[src/include/vout_offset_comp_pkg.sv]
// package: register map, field layout, timing and carrier types of the offset/comp bank
package vout_offset_comp_pkg;

   // ----------------------------------------------------------------
   // register offsets and reset values
   // ----------------------------------------------------------------
   localparam logic [7:0] ADDR_READBACK = 8'ha7;
   localparam logic [7:0] ADDR_OFFSET = 8'ha8;
   localparam logic [7:0] ADDR_COMP = 8'ha9;
   localparam logic [7:0] RST_READBACK = 8'h00;
   localparam logic [7:0] RST_OFFSET = 8'h00;
   localparam logic [7:0] RST_COMP = 8'h00;

   // ----------------------------------------------------------------
   // field positions and codes
   // ----------------------------------------------------------------
   localparam int GAIN_MSB = 7;
   localparam int GAIN_LSB = 4;
   localparam int LL_MSB = 3;
   localparam int LL_LSB = 0;
   localparam logic [3:0] GAIN_RESERVED_MIN = 4'hc;
   localparam logic [1:0] STEP_SEL_FINE_A = 2'h1; // 5 mV step
   localparam logic [1:0] STEP_SEL_FINE_B = 2'h2; // 5 mV step
   localparam logic [1:0] SRC_BOOT = 2'h0; // boot source: offset left out of the target
   localparam logic [1:0] SRC_LINK = 2'h1; // target from identifier link
   localparam logic [1:0] SRC_I2C = 2'h2; // target from i2c command
   localparam logic [4:0] HALF_PER_STEP_FINE = 5'h0a; // 5 mV in 0.5 mV units
   localparam logic [4:0] HALF_PER_STEP_COARSE = 5'h14; // 10 mV in 0.5 mV units
   localparam logic [1:0] OFS_UNIT_FINE = 2'h1; // 0.5 mV per offset lsb
   localparam logic [1:0] OFS_UNIT_COARSE = 2'h2; // 1.0 mV per offset lsb

   // ----------------------------------------------------------------
   // timing
   // ----------------------------------------------------------------
   localparam int CLK_PERIOD_NS = 20;
   localparam int FAST_STEP_NS = 50; // one 0.5 mV step at the fastest slew
   localparam int FAST_STEP_CYCLES = (FAST_STEP_NS + CLK_PERIOD_NS - 1) / CLK_PERIOD_NS;
   localparam int QUARTER_DIV = 4;
   localparam int OFS_STEP_CYCLES = FAST_STEP_CYCLES * QUARTER_DIV;

   // ----------------------------------------------------------------
   // carriers
   // ----------------------------------------------------------------
   typedef struct packed {
      logic valid;
      logic write;
      logic [7:0] addr;
      logic [7:0] wdata;
   } reg_req_t;

   typedef struct packed {
      logic valid;
      logic ack;
      logic [7:0] rdata;
   } reg_rsp_t;

   typedef enum logic [1:0] {
      RAMP_IDLE = 2'b01,
      RAMP_RUN = 2'b10
   } ramp_state_t;

endpackage : vout_offset_comp_pkg

[src/verilog/vout_offset_comp_regs.sv]
// offset trim, commanded-level readback and loop compensation register bank

// ----------------------------------------------------------------
// register bank
// ----------------------------------------------------------------
module vout_offset_comp_regs
   import vout_offset_comp_pkg::*;
#(
   parameter int OFS_STEP = OFS_STEP_CYCLES
) (
   input wire logic core_clk,
   input wire logic rst,
   input wire reg_req_t reg_req,
   output reg_rsp_t reg_rsp,
   input wire logic i2c_cmd_valid,
   input wire logic [7:0] i2c_cmd_level,
   input wire logic link_cmd_valid,
   input wire logic [7:0] link_cmd_level,
   input wire logic boot_valid,
   input wire logic [7:0] boot_level,
   input wire logic [1:0] voltage_step_select,
   input wire logic [1:0] target_src_select,
   input wire logic [1:0] slew_config,
   output logic [7:0] commanded_level,
   output logic [13:0] target_half_mv,
   output logic [7:0] err_path_gain_x10,
   output logic [7:0] istep_path_gain_x10,
   output logic [7:0] fast_load_line_x10
);

   // ----------------------------------------------------------------
   // decode tables
   // ----------------------------------------------------------------
   // gain code to gain times ten
   function automatic logic [7:0] gain_x10(input logic [3:0] code);
      logic [7:0] g;
      g = 8'h00;
      case (code)
         4'h0: g = 8'h03;
         4'h1: g = 8'h05;
         4'h2: g = 8'h0a;
         4'h3: g = 8'h0f;
         4'h4: g = 8'h14;
         4'h5: g = 8'h19;
         4'h6: g = 8'h1e;
         4'h7: g = 8'h23;
         4'h8: g = 8'h28;
         4'h9: g = 8'h32;
         4'ha: g = 8'h3c;
         4'hb: g = 8'h46;
         default: g = 8'h00;
      endcase
      return g;
   endfunction : gain_x10

   // load-line code to value times ten
   function automatic logic [7:0] ll_x10(input logic [3:0] code);
      logic [7:0] l;
      l = 8'h00;
      case (code)
         4'h0: l = 8'h05;
         4'h1: l = 8'h0a;
         4'h2: l = 8'h0f;
         4'h3: l = 8'h14;
         4'h4: l = 8'h19;
         4'h5: l = 8'h1e;
         4'h6: l = 8'h23;
         4'h7: l = 8'h28;
         4'h8: l = 8'h32;
         4'h9: l = 8'h3c;
         4'ha: l = 8'h46;
         4'hb: l = 8'h5a;
         4'hc: l = 8'h64;
         4'hd: l = 8'h78;
         4'he: l = 8'h82;
         default: l = 8'h96;
      endcase
      return l;
   endfunction : ll_x10

   // ----------------------------------------------------------------
   // state
   // ----------------------------------------------------------------
   logic [7:0] level_q, level_d;
   logic [7:0] offset_q;
   logic [7:0] comp_q;
   reg_rsp_t rsp_q, rsp_d;
   logic [7:0] gain_q, gain_d;
   logic [7:0] ll_q;
   logic signed [9:0] ramp_ofs_q, ramp_ofs_d;
   logic [7:0] tick_q, tick_d;
   ramp_state_t ramp_q, ramp_d;
   logic [13:0] target_q;

   // ----------------------------------------------------------------
   // register access decode
   // ----------------------------------------------------------------
   wire hit_rb = reg_req.addr == ADDR_READBACK;
   wire hit_ofs = reg_req.addr == ADDR_OFFSET;
   wire hit_comp = reg_req.addr == ADDR_COMP;
   wire wr_ofs = reg_req.valid && reg_req.write && hit_ofs;
   wire wr_comp = reg_req.valid && reg_req.write && hit_comp;
   wire rd_ok = hit_rb || hit_ofs || hit_comp;
   wire wr_ok = hit_ofs || hit_comp; // readback refuses writes
   wire [7:0] rd_mux = hit_rb ? level_q : hit_ofs ? offset_q : hit_comp ? comp_q : 8'h00;

   // answer one cycle after each request
   always_comb begin
      rsp_d.valid = reg_req.valid;
      rsp_d.ack = reg_req.valid && (reg_req.write ? wr_ok : rd_ok);
      rsp_d.rdata = (reg_req.valid && !reg_req.write) ? rd_mux : 8'h00;
   end

   // ----------------------------------------------------------------
   // commanded level readback
   // ----------------------------------------------------------------
   // link command wins over i2c, i2c over boot; offset never enters here
   assign level_d = link_cmd_valid ? link_cmd_level :
                    i2c_cmd_valid ? i2c_cmd_level :
                    boot_valid ? boot_level : level_q;

   // ----------------------------------------------------------------
   // step size and offset scaling
   // ----------------------------------------------------------------
   wire fine_w = voltage_step_select == STEP_SEL_FINE_A ||
                 voltage_step_select == STEP_SEL_FINE_B;
   wire [4:0] per_step_w = fine_w ? HALF_PER_STEP_FINE : HALF_PER_STEP_COARSE;
   wire [1:0] ofs_unit_w = fine_w ? OFS_UNIT_FINE : OFS_UNIT_COARSE;
   wire signed [9:0] ofs_ext_w = {{2{offset_q[7]}}, offset_q};
   wire signed [9:0] ofs_scaled_w = (ofs_unit_w == OFS_UNIT_COARSE) ?
                                    (ofs_ext_w <<< 1) : ofs_ext_w;
   wire apply_w = target_src_select == SRC_LINK || target_src_select == SRC_I2C;
   wire signed [9:0] goal_w = apply_w ? ofs_scaled_w : 10'sh000;

   // ----------------------------------------------------------------
   // offset ramp
   // ----------------------------------------------------------------
   // quarter of the fast rate, halved again per slew_config code
   wire [7:0] period_w = 8'((OFS_STEP << slew_config) - 1);
   wire at_goal_w = ramp_ofs_q == goal_w;
   wire step_now_w = ramp_q == RAMP_RUN && tick_q == 8'h00 && !at_goal_w;

   // one-hot ramp control
   always_comb begin
      ramp_d = ramp_q;
      tick_d = tick_q;
      ramp_ofs_d = ramp_ofs_q;
      case (ramp_q)
         RAMP_IDLE: begin
            if (!at_goal_w) begin
               ramp_d = RAMP_RUN;
               tick_d = period_w;
            end
         end
         RAMP_RUN: begin
            if (at_goal_w) begin
               ramp_d = RAMP_IDLE;
            end else if (tick_q == 8'h00) begin
               tick_d = period_w;
               ramp_ofs_d = (goal_w > ramp_ofs_q) ? ramp_ofs_q + 10'sh001 :
                                                    ramp_ofs_q - 10'sh001;
            end else begin
               tick_d = tick_q - 8'h01;
            end
         end
         default: ramp_d = RAMP_IDLE;
      endcase
   end

   // ----------------------------------------------------------------
   // effective target
   // ----------------------------------------------------------------
   wire [12:0] base_w = 13'(level_q * per_step_w);
   wire signed [14:0] sum_w = $signed({2'b00, base_w}) + 15'(ramp_ofs_q);
   wire [13:0] eff_w = sum_w[14] ? 14'h0000 : sum_w[13:0];

   // reserved gain codes keep the previous gain
   assign gain_d = (comp_q[GAIN_MSB:GAIN_LSB] >= GAIN_RESERVED_MIN) ? gain_q :
                   gain_x10(comp_q[GAIN_MSB:GAIN_LSB]);

   // ----------------------------------------------------------------
   // registers
   // ----------------------------------------------------------------
   always_ff @(posedge core_clk) begin
      if (rst) begin
         level_q <= RST_READBACK;
         offset_q <= RST_OFFSET;
         comp_q <= RST_COMP;
         rsp_q <= '0;
      end else begin
         level_q <= level_d;
         rsp_q <= rsp_d;
         if (wr_ofs) offset_q <= reg_req.wdata;
         if (wr_comp) comp_q <= reg_req.wdata;
      end
   end

   // ramp and derived outputs
   always_ff @(posedge core_clk) begin
      if (rst) begin
         ramp_q <= RAMP_IDLE;
         tick_q <= 8'h00;
         ramp_ofs_q <= 10'sh000;
         target_q <= 14'h0000;
         gain_q <= 8'h03;
         ll_q <= 8'h05;
      end else begin
         ramp_q <= ramp_d;
         tick_q <= tick_d;
         ramp_ofs_q <= ramp_ofs_d;
         target_q <= eff_w;
         gain_q <= gain_d;
         ll_q <= ll_x10(comp_q[LL_MSB:LL_LSB]);
      end
   end

   assign reg_rsp = rsp_q;
   assign commanded_level = level_q;
   assign target_half_mv = target_q;
   assign err_path_gain_x10 = gain_q; // both ac paths share one gain
   assign istep_path_gain_x10 = gain_q;
   assign fast_load_line_x10 = ll_q;
endmodule : vout_offset_comp_regs

[config.mk]
export PLATFORM = sky130hd
export DESIGN_NAME = vout_offset_comp_regs
export DESIGN_NICKNAME = d
export VERILOG_FILES = /design/src/include/vout_offset_comp_pkg.sv /design/src/verilog/vout_offset_comp_regs.sv
export SDC_FILE = /design/constraint.sdc
export NUM_CORES = 1
export LEC_CHECK = 0
export BUFFER_PORTS_ARGS = -buffer_cell sky130_fd_sc_hd__clkbuf_2
export CAP_MARGIN = 20
export CORE_AREA = 3 3 99 111
export CTS_BUF_LIST = sky130_fd_sc_hd__clkbuf_4 sky130_fd_sc_hd__clkbuf_8
export DETAILED_ROUTE_END_ITERATION = 16
export DIE_AREA = 0 0 102 114
export MAX_ROUTING_LAYER = met4
export PLACE_DENSITY = 0.87
export SYNTH_ARGS = -nofsm -noshare
export SYNTH_HDL_FRONTEND = slang
export SYNTH_SLANG_ARGS = --single-unit
[constraint.sdc]
create_clock -name core_clk -period 6 [get_ports core_clk]
set_input_delay 0.9 -clock core_clk [delete_from_list [all_inputs] [get_ports core_clk]]
set_output_delay 0.9 -clock core_clk [all_outputs]
set_load 0.005 [all_outputs]
# == After elaboration in Yosys (flattened, before gate mapping) ==
# Memories as Yosys holds them, arrays and structs flattened. A register that Yosys moved wholly into a read port is not among the register bits.
# Index checks and enable logic that the tools add are counted.
# totals
input_bits,53
latch_bits,0
ram_bits,0
n_memories,2
regBits,76
rom_bits,240
# op_classes
reduce_logical,20
n_mul,1
order_cmp,2
n_addsub,5
shift,1
mux,19
n_bitwise,2
div,0
eq_ne,14
# memory_table
name,depth,width,read_ports,rd_ports_with_merged_regs,wr,line,text
(no name shown),16,8,1,1,0,vout_offset_comp_regs.sv:60,case (code)
(no name shown),16,7,1,1,0,vout_offset_comp_regs.sv:38,case (code)
# op_table
op,n
2-to-1 mux 8 bit,10
equality test 8 bit (second input constant),3
2-to-1 mux 10 bit,2
case mux 8 bit (2 select lines),1
adder 14 x 10 -> 15 bit,1
multiplier 8 x 5 -> 13 bit,1
adder 10 x 2 -> 10 bit (second input constant),1
equality test 10 bit,1
greater-than comparator 10 bit,1
subtractor 10 x 2 -> 10 bit (second input constant),1
equality test 2 bit (second input constant),4
zero test 8 bit,1
<< shifter 4 x 2 -> 8 bit (first input constant),1
subtractor 8 x 1 -> 8 bit (second input constant),1
subtractor 8 x 2 -> 8 bit (second input constant),1
equality test 2 x 1 -> 1 bit (second input constant),3
2-to-1 mux 2 bit,3
inequality test 2 bit (second input constant),3
AND reduction 3 bit,2
logical AND 1 bit,5
logical OR 1 bit,5
2-to-1 mux 5 bit,1
>= comparator 4 bit (second input constant),1
case mux 2 bit (2 select lines),1
7 further kinds,10

# == Logic depth before layout (Yosys ltp) ==
# Gate-level depths: netlist (run 1).
# depth
word_depth,9
ltp_mapped,26

# == Least setup slack after synthesis (run 1) ==
# Ideal clock, no wire load.
# synth_path
path_kind,input port to flip-flop
start,input port voltage_step_select[1]
end,"register target_q[8], in the netlist target_half_mv[8]"
stages,24
slack_ns,0.673
setup_ns,0.115
t_required_ns,5.885
arrival_time_ns,5.213
path_buffers,2
path_cell_list,xnor2_1 -> clkbuf_1 -> nand2_1 -> nand2_1 -> ha_1 -> inv_1 -> fa_1 -> inv_1 -> ha_1 -> ha_1 -> a21o_1 -> a21oi_1 -> o21ai_0 -> a21oi_1 -> o21ai_0 -> xor2_1 -> ha_1 -> a2111oi_2 -> nor3b_2 -> o41ai_2 -> xnor2_1 -> nand2b_1 -> buf_4 -> nor2_1
# synth_via
elab_chain_cells,6
elab_cells_between_ends,7
# synth_lines
element,line,text
from (decl),vout_offset_comp_regs.sv:21,"input wire logic [1:0] voltage_step_select,"
equality test 2 x 1 -> 1 bit / equality test 2 bit (equally long branches),"vout_offset_comp_regs.sv:125, vout_offset_comp_regs.sv:126",
logical OR 1 bit (*),vout_offset_comp_regs.sv:125,wire fine_w = voltage_step_select == STEP_SEL_FINE_A ||
2-to-1 mux 5 bit (*),vout_offset_comp_regs.sv:127,wire [4:0] per_step_w = fine_w ? HALF_PER_STEP_FINE : HALF_PER_STEP_COARSE;
multiplier 8 x 5 -> 13 bit (*),vout_offset_comp_regs.sv:173,wire [12:0] base_w = 13'(level_q * per_step_w);
adder 14 x 10 -> 15 bit (*),vout_offset_comp_regs.sv:174,"wire signed [14:0] sum_w = $signed({2'b00, base_w}) + 15'(ramp_ofs_q);"
OR reduction 2 bit (no line),n/a,
to (signal assigned),vout_offset_comp_regs.sv:211,target_q <= eff_w;
to (decl),vout_offset_comp_regs.sv:93,logic [13:0] target_q;
# Mark *: on every way between the ends. The rest lies on a longest branch, timed or not.
# A chain may end at the register's enable or synchronous reset.

# == Worst setup path in the final report (run 1) ==
# layout_path
start,input port voltage_step_select[1]
end,"register target_q[12], in the netlist target_half_mv[12]"
# Same word-level chain as after synthesis.

==> results of run 1 <==
-- metrics by stage --
stage	worst slack (ps)	util, %	cells	total power [uW]	hold WS (ps)
after floorplan	673	-	681	747	450
after global placement	356	63.6	873	809	459
after detailed placement	113	63.6	873	822	487
after CTS	467	65.7	889	1250	499
after global routing	156	66.0	890	1300	531
final	538	66.0	890	1250	492
-- critical path, delay by kind of cell --
family	cells	cell delay (ps)
fa+ha+maj	5	1820
simple gates	5	1190
compound gates	6	1150
xor+xnor	3	530
buf+inv	1	130
-- per-layer routing --
layer | vias up | GRT usage, % | share of wire [%]
met5 | - | - | 0
met4 | 0 | 10.4 | 2.7
met3 | 31 | 3.79 | 5.9
met2 | 158 | 40.6 | 51
met1 | 2317 | 25.5 | 40
li1 | 2496 | - | -
-- flip-flops by register name, indices dropped and copies added (netlist names) --
| signal | count |
|---|---|
| commanded_level | 8 |
| comp_q | 8 |
| err_path_gain_x10 | 7 |
| fast_load_line_x10 | 8 |
| offset_q | 8 |
| ramp_ofs_q | 10 |
| ramp_q | 2 |
| reg_rsp | 10 |
| target_half_mv | 14 |
| tick_q | 8 |
-- where the power goes --
part | switching [uW] | internal (uW)
combinational | 131 | 104
clock | 226 | 208
sequential | 10.7 | 566
total | 368 | 879
-- kinds of logic after synthesis --
kind of cell,after synthesis,share of synthesized area [%]
fa+ha+maj,84,19.4
buf+inv,83,6.22
simple gates,223,18.2
mux,44,8.18
compound gates,129,14.5
xor+xnor,30,4.57
other cells,1,0.0652
flops,83,28.9
-- layout by cell type, fill, tap and decap left out, types with 18 or more instances in the layout --
| cell type | synthesis | final |
|---|---|---|
| mux2i_1 | 38 | 38 |
| xnor2_1 | 20 | 19 |
| o21ai_0 | 18 | 18 |
| nor2_1 | 112 | 112 |
| dfxtp_1 | 83 | 83 |
| clkbuf_2 | 0 | 106 |
| ha_1 | 75 | 75 |
| nand2_1 | 42 | 42 |
| a21oi_1 | 54 | 54 |
| inv_1 | 44 | 44 |
-- how the worst max path moves through the flow --
stage                           startpoint                       endpoint
global route        voltage_step_select[1]  target_half_mv[11]$_SDFF_PP0_
global placement    voltage_step_select[0]  target_half_mv[12]$_SDFF_PP0_
detailed placement  voltage_step_select[1]  target_half_mv[12]$_SDFF_PP0_
CTS                 voltage_step_select[1]  target_half_mv[12]$_SDFF_PP0_
floorplan           voltage_step_select[1]   target_half_mv[8]$_SDFF_PP0_
finish              voltage_step_select[1]  target_half_mv[12]$_SDFF_PP0_
-- timing repair --
item	CTS	global route
hold buffers	0	0
resized for setup	0	2
endpoints found under the setup margin	0	13
endpoints found under the hold margin	0	0
-- final cells by class --
cell class / instances / area (um^2) / area share, %
clock inverter: 6 / 71.3 / 1.09
tap: 120 / 150 / 2.30
clock buffer: 10 / 138 / 2.11
sequential: 83 / 1660 / 25.5
multi-input combinational: 515 / 3760 / 57.7
inverter: 45 / 169 / 2.59
timing repair buffer: 111 / 572 / 8.76
==> results.ini, run 1 <==
[outcome]
status=completed

[critical_path]
r2r_cells=18
crit_type=in2reg
path_max_fanout=13
r2r_setup_slack_ps=1050
slowest_delay_ps=470
worstReg2RegStart=commanded_level[3]$_SDFFE_PP0P_
path_cells=clkbuf_2 -> xor2_2 -> and2_1 -> or2_2 -> ha_1 -> fa_1 -> ha_1 -> ha_1 -> a21oi_1 -> o21ai_0 -> a21oi_1 -> o21ai_0 -> xor2_1 -> ha_1 -> a2111oi_2 -> nor3b_2 -> o41ai_2 -> xnor2_1 -> nand2b_1 -> nor2_1
r2r_end=target_half_mv[12]$_SDFF_PP0_
path_common_cell=ha_1
start_kind=input port
cp.arrival_ps=5710
cp.required_ps=6250
cp-end-kind=register
crit_slowest_cell=fa_1

[clock_tree]
cts_max_level=3
cts_max_path_buffers=2
cts_made_buffers=9
cts-root-buf=clkbuf_8
post_cts_buffers=0
clk_latency_ps=380
cts_tree=yes
clock_sinks=83
clk_pin_slew_worst_paths_ps=90

[synthesis]
ys_warn_count=0
ys_seq_elements=83
synth-async-reset-ratio_pct=0
netlist.area_leader.share_pct=28.9
ys_top_cells_by_count=nor2_1 (112), dfxtp_1 (83), ha_1 (75)
synth_edf_count=0
synthFlopType=dfxtp_1
synth.largest_area_cell=dfxtp_1
syn-cell-area_um2=5750
syn_inst=677
netlist_top_cells_area=dfxtp_1 (29%), ha_1 (16%), nor2_1 (7.3%)
avgSynthCellArea_um2=8.50
yosysMostFrequentCell=nor2_1
yosysSeqAreaShare_pct=28.9
ys_types=64

[sta]
setup_tns_ps=0
layout_min_cycle_time_ps=5460
report.final.hold_viol_count=0
drv_slew=0
fin_crit_sh_pct=91.0
finalClockSkew_ps=18.0
relSlewSlack_pct=35.6
worst_slew_pin_slew_ps=965
rsz0062_at_grt=no
fmax_mhz=183
setup_violations=0

[pwr]
vdd_drop_max_mv=0.0968
power.density_nw_per_um2=191
leakage_uw=0.00316

[finish]
drive_gt1_share_pct=19.6
nFillCells=800
diodes=0
area_growth_pct=13.4
fin_area_um2=6530
nets=902

[global_routing]
grt_max_degree=51
grt_overflow=0
antenna_found_initial=0
grt_pass1_vias=4958
grt_usage_pct=23.2
grt_pass1_wl_um=21200

[die]
pin_count=109
row_count=38
start_util_pct=58.2
die_area_um2=11600
die_w_um=102
die_h_um=114
fp.coreArea_um2=9890

[route]
avgRoutedWirePerCell_um=14.8
num_vias=5002
drc_errors=0
drtPass1Iterations=5
ant_nets=0
wl_um=13200
avgViaCountPerCell=5.62
drtIter0Drc=297

[hold_path]
hold_depth=2
hold_path_class=reg2reg
min_to=tick_q[7]$_SDFFE_PP0P_
worstHoldStart=tick_q[7]$_SDFFE_PP0P_

[place]
portBuffers=106
hpwl_um=10300
gp_congestion=0.882
place_area_um2=6290

[job]
cap_violations=0

Note: power is estimated with default switching activity, not from simulation.
==> inputs of run 2 (changes only) <==
--- a/config.mk
+++ b/config.mk
@@ -13,6 +13,7 @@
 export DIE_AREA = 0 0 102 114
 export MAX_ROUTING_LAYER = met4
 export PLACE_DENSITY = 0.87
+export REMOVE_ABC_BUFFERS = 1
 export SYNTH_ARGS = -nofsm -noshare
 export SYNTH_HDL_FRONTEND = slang
 export SYNTH_SLANG_ARGS = --single-unit
==> results.ini, run 2 (synthesis results as in run 1) <==
[pwr]
leakage_uw=0.00313  ; -0.78%
vdd_drop_max_mv=0.101  ; +3.9%
power.density_nw_per_um2=185  ; -3.0%

[global_routing]
grt_pass1_wl_um=21300  ; +0.39%
grt_use_met1_pct=26.8  ; +1.3 points
antenna_found_initial=0  ; unchanged
top_usage_layer=met2
grt_use_met2_pct=40.2  ; -0.43 points
grt_max_degree=34  ; -33%
grt_pass1_vias=4838  ; -2.4%
met3_usage_pct=3.55  ; -0.24 points
grt_usage_pct=23.4  ; +0.25 points
grt_overflow=0  ; unchanged

[die]
start_util_pct=58.2  ; unchanged
die_h_um=114  ; unchanged
die_w_um=102  ; unchanged
fp.coreArea_um2=9890  ; unchanged
die_area_um2=11600  ; unchanged
row_count=38  ; unchanged
pin_count=109  ; unchanged

[sta]
setup_violations=0  ; unchanged
rsz0062_at_grt=no
fin_crit_sh_pct=91.8  ; +0.78 points
report.final.hold_viol_count=0  ; unchanged
relSlewSlack_pct=32.6  ; -3.1 points
setup_tns_ps=0  ; unchanged
layout_min_cycle_time_ps=5510  ; +46.9 ps
drv_slew=0  ; unchanged
fmax_mhz=182  ; -0.85%
finalClockSkew_ps=21.4  ; +3.37 ps
worst_slew_pin_slew_ps=1010  ; +40.5 ps

[clock_tree]
clock_sinks=83  ; unchanged
cts-root-buf=clkbuf_8
cts_max_path_buffers=2  ; unchanged
cts_tree=yes
cts_resized=0  ; unchanged
hold_buffers=0  ; unchanged
cts_max_level=3  ; unchanged
post_cts_buffers=0  ; unchanged
clk_latency_ps=380  ; about the same
cts_made_buffers=9  ; unchanged
clk_pin_slew_worst_paths_ps=90  ; about the same

[route]
avgViaCountPerCell=5.68  ; +0.99%
drtPass1Iterations=7  ; +2
ant_nets=0  ; unchanged
num_vias=5046  ; +0.88%
wl_um=13100  ; -0.63%
drc_errors=0  ; unchanged
drtIter0Drc=309  ; +4.0%
avgRoutedWirePerCell_um=14.8  ; -0.52%

[finish]
area_growth_pct=12.5
nets=901  ; -0.11%
drive_gt1_share_pct=19.2  ; -0.36 points
layout_commonest_cell=nor2_1
finalNonFillerCells=889  ; -0.11%
diodes=0  ; unchanged
layout_common_cells=nor2_1 (112), clkbuf_2 (106), dfxtp_1 (83)
largest_reg_flops=14  ; unchanged
finish.utilization_pct=65.5  ; -0.51 points

[critical_path]
cp-end-kind=register
r2r_setup_slack_ps=990  ; -60 ps
r2r_cells=18  ; unchanged
r2r_end=target_half_mv[10]$_SDFF_PP0_
start_kind=input port
crit_type=in2reg
worstReg2RegStart=commanded_level[2]$_SDFFE_PP0P_
path_max_fanout=15  ; +2
cp.required_ps=6250  ; about the same
cp.arrival_ps=5760  ; +50 ps

[outcome]
status=completed

[place]
gp_congestion=0.871  ; -1.2%
dp.cells=873  ; unchanged
hpwl_um=10300  ; about the same
portBuffers=106  ; unchanged

[hold_path]
hold_depth=2  ; unchanged
hold_path_class=reg2reg
worstHoldStart=tick_q[7]$_SDFFE_PP0P_
min_to=tick_q[7]$_SDFFE_PP0P_

[job]
cap_violations=0  ; unchanged

==> run 2: cell count changes in the layout (fill, tap and decap cells not counted), sizes merged <==
| cell | change |
|---|---|
| buf | -1 |
| clkinv | +1 |
| bufinv | -1 |
==> run 2: metal layers <==
metal	wire length (um)	share of wire [%]
met5	0	0
met3	673	5.1
met1	5280	40
met2	6770	52
met4	390	3.0
==> run 2: worst max-delay path: stages <==
cell       delay [ps]
clkbuf_2          100
xnor2_1           300
buf_4             260
nand2_1            70
nand2_1           140
ha_1              180
inv_1              50
fa_1              470
inv_1              40
ha_1              300
ha_1              200
a21o_1            150
a21oi_1           230
o21ai_0           120
a21oi_1           230
o21ai_0           140
xor2_1            150
ha_1              360
a2111oi_2         400
nor3b_2           250
o41ai_2           110
xnor2_1           130
nand2b_1          350
nor2_1            100
==> run 2: worst max path at each step <==
stage | start | to | slack [ps] | depth (start not counted)
detailed placement | voltage_step_select[1] | target_half_mv[7]$_SDFF_PP0_ | 160 | 20
floorplan | voltage_step_select[1] | target_half_mv[10]$_SDFF_PP0_ | 500 | 19
finish | voltage_step_select[1] | target_half_mv[10]$_SDFF_PP0_ | 490 | 24
global route | voltage_step_select[1] | target_half_mv[8]$_SDFF_PP0_ | 160 | 25
global placement | voltage_step_select[1] | target_half_mv[11]$_SDFF_PP0_ | 390 | 20
CTS | voltage_step_select[1] | target_half_mv[10]$_SDFF_PP0_ | 540 | 24
==> run 2: per-stage QoR <==
step | total power (uW) | area (um^2) | setup WS, ps | hold slack (ps)
after floorplan | 736 | 5580 | 504 | 444
after global placement | 812 | 6290 | 392 | 462
after detailed placement | 822 | 6290 | 157 | 481
after CTS | 1200 | 6480 | 544 | 492
after global routing | 1250 | 6480 | 159 | 509
final | 1200 | 6480 | 491 | 491
==> run 2: cell type report <==
class	count	area [um^2]
inverter	45	169
clock inverter	6	47.5
sequential	83	1660
multi-input combinational	515	3750
tap	120	150
timing repair buffer	110	561
fill	779	3410
clock buffer	10	138
==> run 2: report_power, final <==
part,switching (uW),internal (uW),leakage (uW)
Sequential,12.0,566,0.000673
Combinational,128,103,0.00237
Clock,226,165,0.0000933
Total,366,835,0.00313
==> inputs of run 3 (changes only) <==
--- a/config.mk
+++ b/config.mk
@@ -7,12 +7,14 @@
 export LEC_CHECK = 0
 export BUFFER_PORTS_ARGS = -buffer_cell sky130_fd_sc_hd__clkbuf_2
 export CAP_MARGIN = 20
-export CORE_AREA = 3 3 99 111
+export CELL_PAD_IN_SITES_DETAIL_PLACEMENT = 1
+export CELL_PAD_IN_SITES_GLOBAL_PLACEMENT = 1
+export CORE_AREA = 3 3 115 128
 export CTS_BUF_LIST = sky130_fd_sc_hd__clkbuf_4 sky130_fd_sc_hd__clkbuf_8
 export DETAILED_ROUTE_END_ITERATION = 16
-export DIE_AREA = 0 0 102 114
+export DIE_AREA = 0 0 118 131
 export MAX_ROUTING_LAYER = met4
-export PLACE_DENSITY = 0.87
+export PLACE_DENSITY_LB_ADDON = 0.1
 export REMOVE_ABC_BUFFERS = 1
 export SYNTH_ARGS = -nofsm -noshare
 export SYNTH_HDL_FRONTEND = slang
==> results.ini, run 3 (synthesis results as in run 1) <==
[place]
hpwl_um=11600  ; +13%
gp_congestion=0.823  ; -5.5%
portBuffers=106  ; unchanged

[die]
fp.coreArea_um2=13700  ; +38%
die_w_um=118  ; +16%
pin_count=109  ; unchanged
row_count=45  ; +18%
start_util_pct=42.1  ; -16 points
die_area_um2=15500  ; +33%
die_h_um=131  ; +15%

[critical_path]
cp.arrival_ps=5760  ; about the same
start_kind=input port
cp-end-kind=register
path_max_fanout=15  ; unchanged
cp.required_ps=6230  ; -20 ps
crit_type=in2reg

[clock_tree]
hold_buffers=0  ; unchanged
cts_resized=0  ; unchanged
cts_max_level=3  ; unchanged
clk_latency_ps=370  ; about the same
cts-root-buf=clkbuf_8
cts_tree=yes
clock_sinks=83  ; unchanged
cts_max_path_buffers=2  ; unchanged
clk_pin_slew_worst_paths_ps=90  ; about the same
cts_made_buffers=9  ; unchanged
post_cts_buffers=0  ; unchanged

[sta]
fin_hold_ws_ps=488  ; -2.44 ps
worst_slew_pin_slew_ps=733  ; -273 ps
relSlewSlack_pct=50.8  ; +18 points
layout_min_cycle_time_ps=5530  ; +18.7 ps
fmax_mhz=181  ; -0.34%
setup_violations=0  ; unchanged
rsz0062_at_grt=no
setup_tns_ps=0  ; unchanged
fin_crit_sh_pct=92.1  ; +0.31 points
drv_slew=0  ; unchanged
finalClockSkew_ps=19.6  ; -1.77 ps
report.final.hold_viol_count=0  ; unchanged

[job]
cap_violations=0  ; unchanged

[finish]
drive_gt1_share_pct=19.4  ; +0.10 points
layout_commonest_cell=nor2_1
area_growth_pct=14.5
nets=902  ; +0.11%
diodes=0  ; unchanged
largest_reg_flops=14  ; unchanged
nFillCells=1705  ; +120%
layout_common_cells=nor2_1 (112), clkbuf_2 (106), dfxtp_1 (83)

[pwr]
p_int_uw=868  ; +4.0%
netSwitchingPower_uw=371  ; +1.5%
clockPowerShare_pct=34.7  ; +2.1 points
vdd_drop_max_mv=0.0804  ; -20%
p_comb_share_pct=18.6  ; -0.6 points
leakage_uw=0.00314  ; +0.34%
switching_share_pct=30.0  ; -0.51 points
power.density_nw_per_um2=188  ; +1.4%
p_seq_share_pct=46.7  ; -1.5 points

[global_routing]
grt_max_degree=44  ; +29%
grt_pass1_wl_um=24400  ; +14%
grt_pass1_vias=5121  ; +5.8%
grt_usage_pct=19.7  ; -3.7 points
grt_overflow=0  ; unchanged
antenna_found_initial=0  ; unchanged

[route]
drc_errors=0  ; unchanged
ant_nets=0  ; unchanged
num_vias=5010  ; -0.71%
drtPass1Iterations=6  ; -1
drtIter0Drc=313  ; +1.3%
avgViaCountPerCell=5.23  ; -7.9%
wl_um=14600  ; +11%
avgRoutedWirePerCell_um=15.2  ; +3.1%

[outcome]
status=completed

[hold_path]
hold_path_class=reg2reg

-- run 3: cell count changes in the layout (fill, tap and decap cells not counted) --
| cell | before | now |
|---|---|---|
| clkinv_2 | 1 | 0 |
| inv_8 | 0 | 1 |
| clkinv_4 | 2 | 1 |
| clkinvlp_4 | 1 | 2 |
| bufinv_16 | 0 | 1 |
| clkbuf_8 | 10 | 9 |
| buf_4 | 4 | 5 |
-- run 3: path summary, 6_finish.rpt --
check,slack (ps),end,cells after the start,start
min reg2reg,490,tick_q[7]$_SDFFE_PP0P_,2,tick_q[7]$_SDFFE_PP0P_
max,470,target_half_mv[10]$_SDFF_PP0_,25,voltage_step_select[1]
max reg2reg,950,target_half_mv[10]$_SDFF_PP0_,18,commanded_level[2]$_SDFFE_PP0P_
min,490,tick_q[7]$_SDFFE_PP0P_,2,tick_q[7]$_SDFFE_PP0P_
-- run 3: layout make-up --
cell class | instances | area, um^2 | share of cell area [%]
Tap cell | 188 | 235 | 3.57
Multi-Input combinational cell | 515 | 3750 | 56.9
Inverter | 45 | 169 | 2.56
Clock inverter | 7 | 82.6 | 1.25
Sequential cell | 83 | 1660 | 25.2
Timing Repair Buffer | 111 | 568 | 8.62
Clock buffer | 9 | 124 | 1.88
-- run 3: stage by stage --
stage | power [uW] | instance area [um^2] | setup slack [ps] | cells | util [%]
final | 1240 | 6590 | 472 | 958 | 48.2
after global routing | 1320 | 6590 | 48.8 | 958 | 48.2
after CTS | 1260 | 6590 | 451 | 958 | 48.2
after detailed placement | 825 | 6380 | 61.8 | 942 | 46.7
after global placement | 818 | 6380 | 269 | 942 | 46.7
after floorplan | 736 | 5580 | 504 | 643 | -
-- run 3: layer usage --
metal	global-route usage (%)	part of all wire, %
met5	-	0
met4	5.86	1.1
met3	3.06	3.2
met2	35.9	53
met1	22.6	43
-- run 3: critical path: stages --
cell	delay (ps)
clkbuf_2	100
xnor2_1	260
buf_4	250
nand2_1	70
nand2_1	150
ha_1	160
inv_1	40
fa_1	480
inv_1	50
ha_1	290
inv_1	60
fa_1	450
nor2b_1	130
o21ai_1	80
a21boi_0	240
o21ai_1	90
nand2b_1	110
xor2_1	80
ha_1	260
a2111oi_2	500
nor3b_2	270
o41ai_2	100
xnor2_1	130
nand2b_1	370
nor2_1	120
-- run 3: power by group through the flow --
| stage | registers [uW] | clock network [uW] | logic [uW] |
|---|---|---|---|
| 2_1_floorplan | 588 | 0 | 148 |
| 3_3_place_gp | 591 | 0 | 227 |
| 3_5_place_dp | 592 | 0 | 233 |
| 4_1_cts | 579 | 447 | 236 |
| 5_1_grt | 581 | 472 | 264 |
| 6_report | 578 | 430 | 231 |
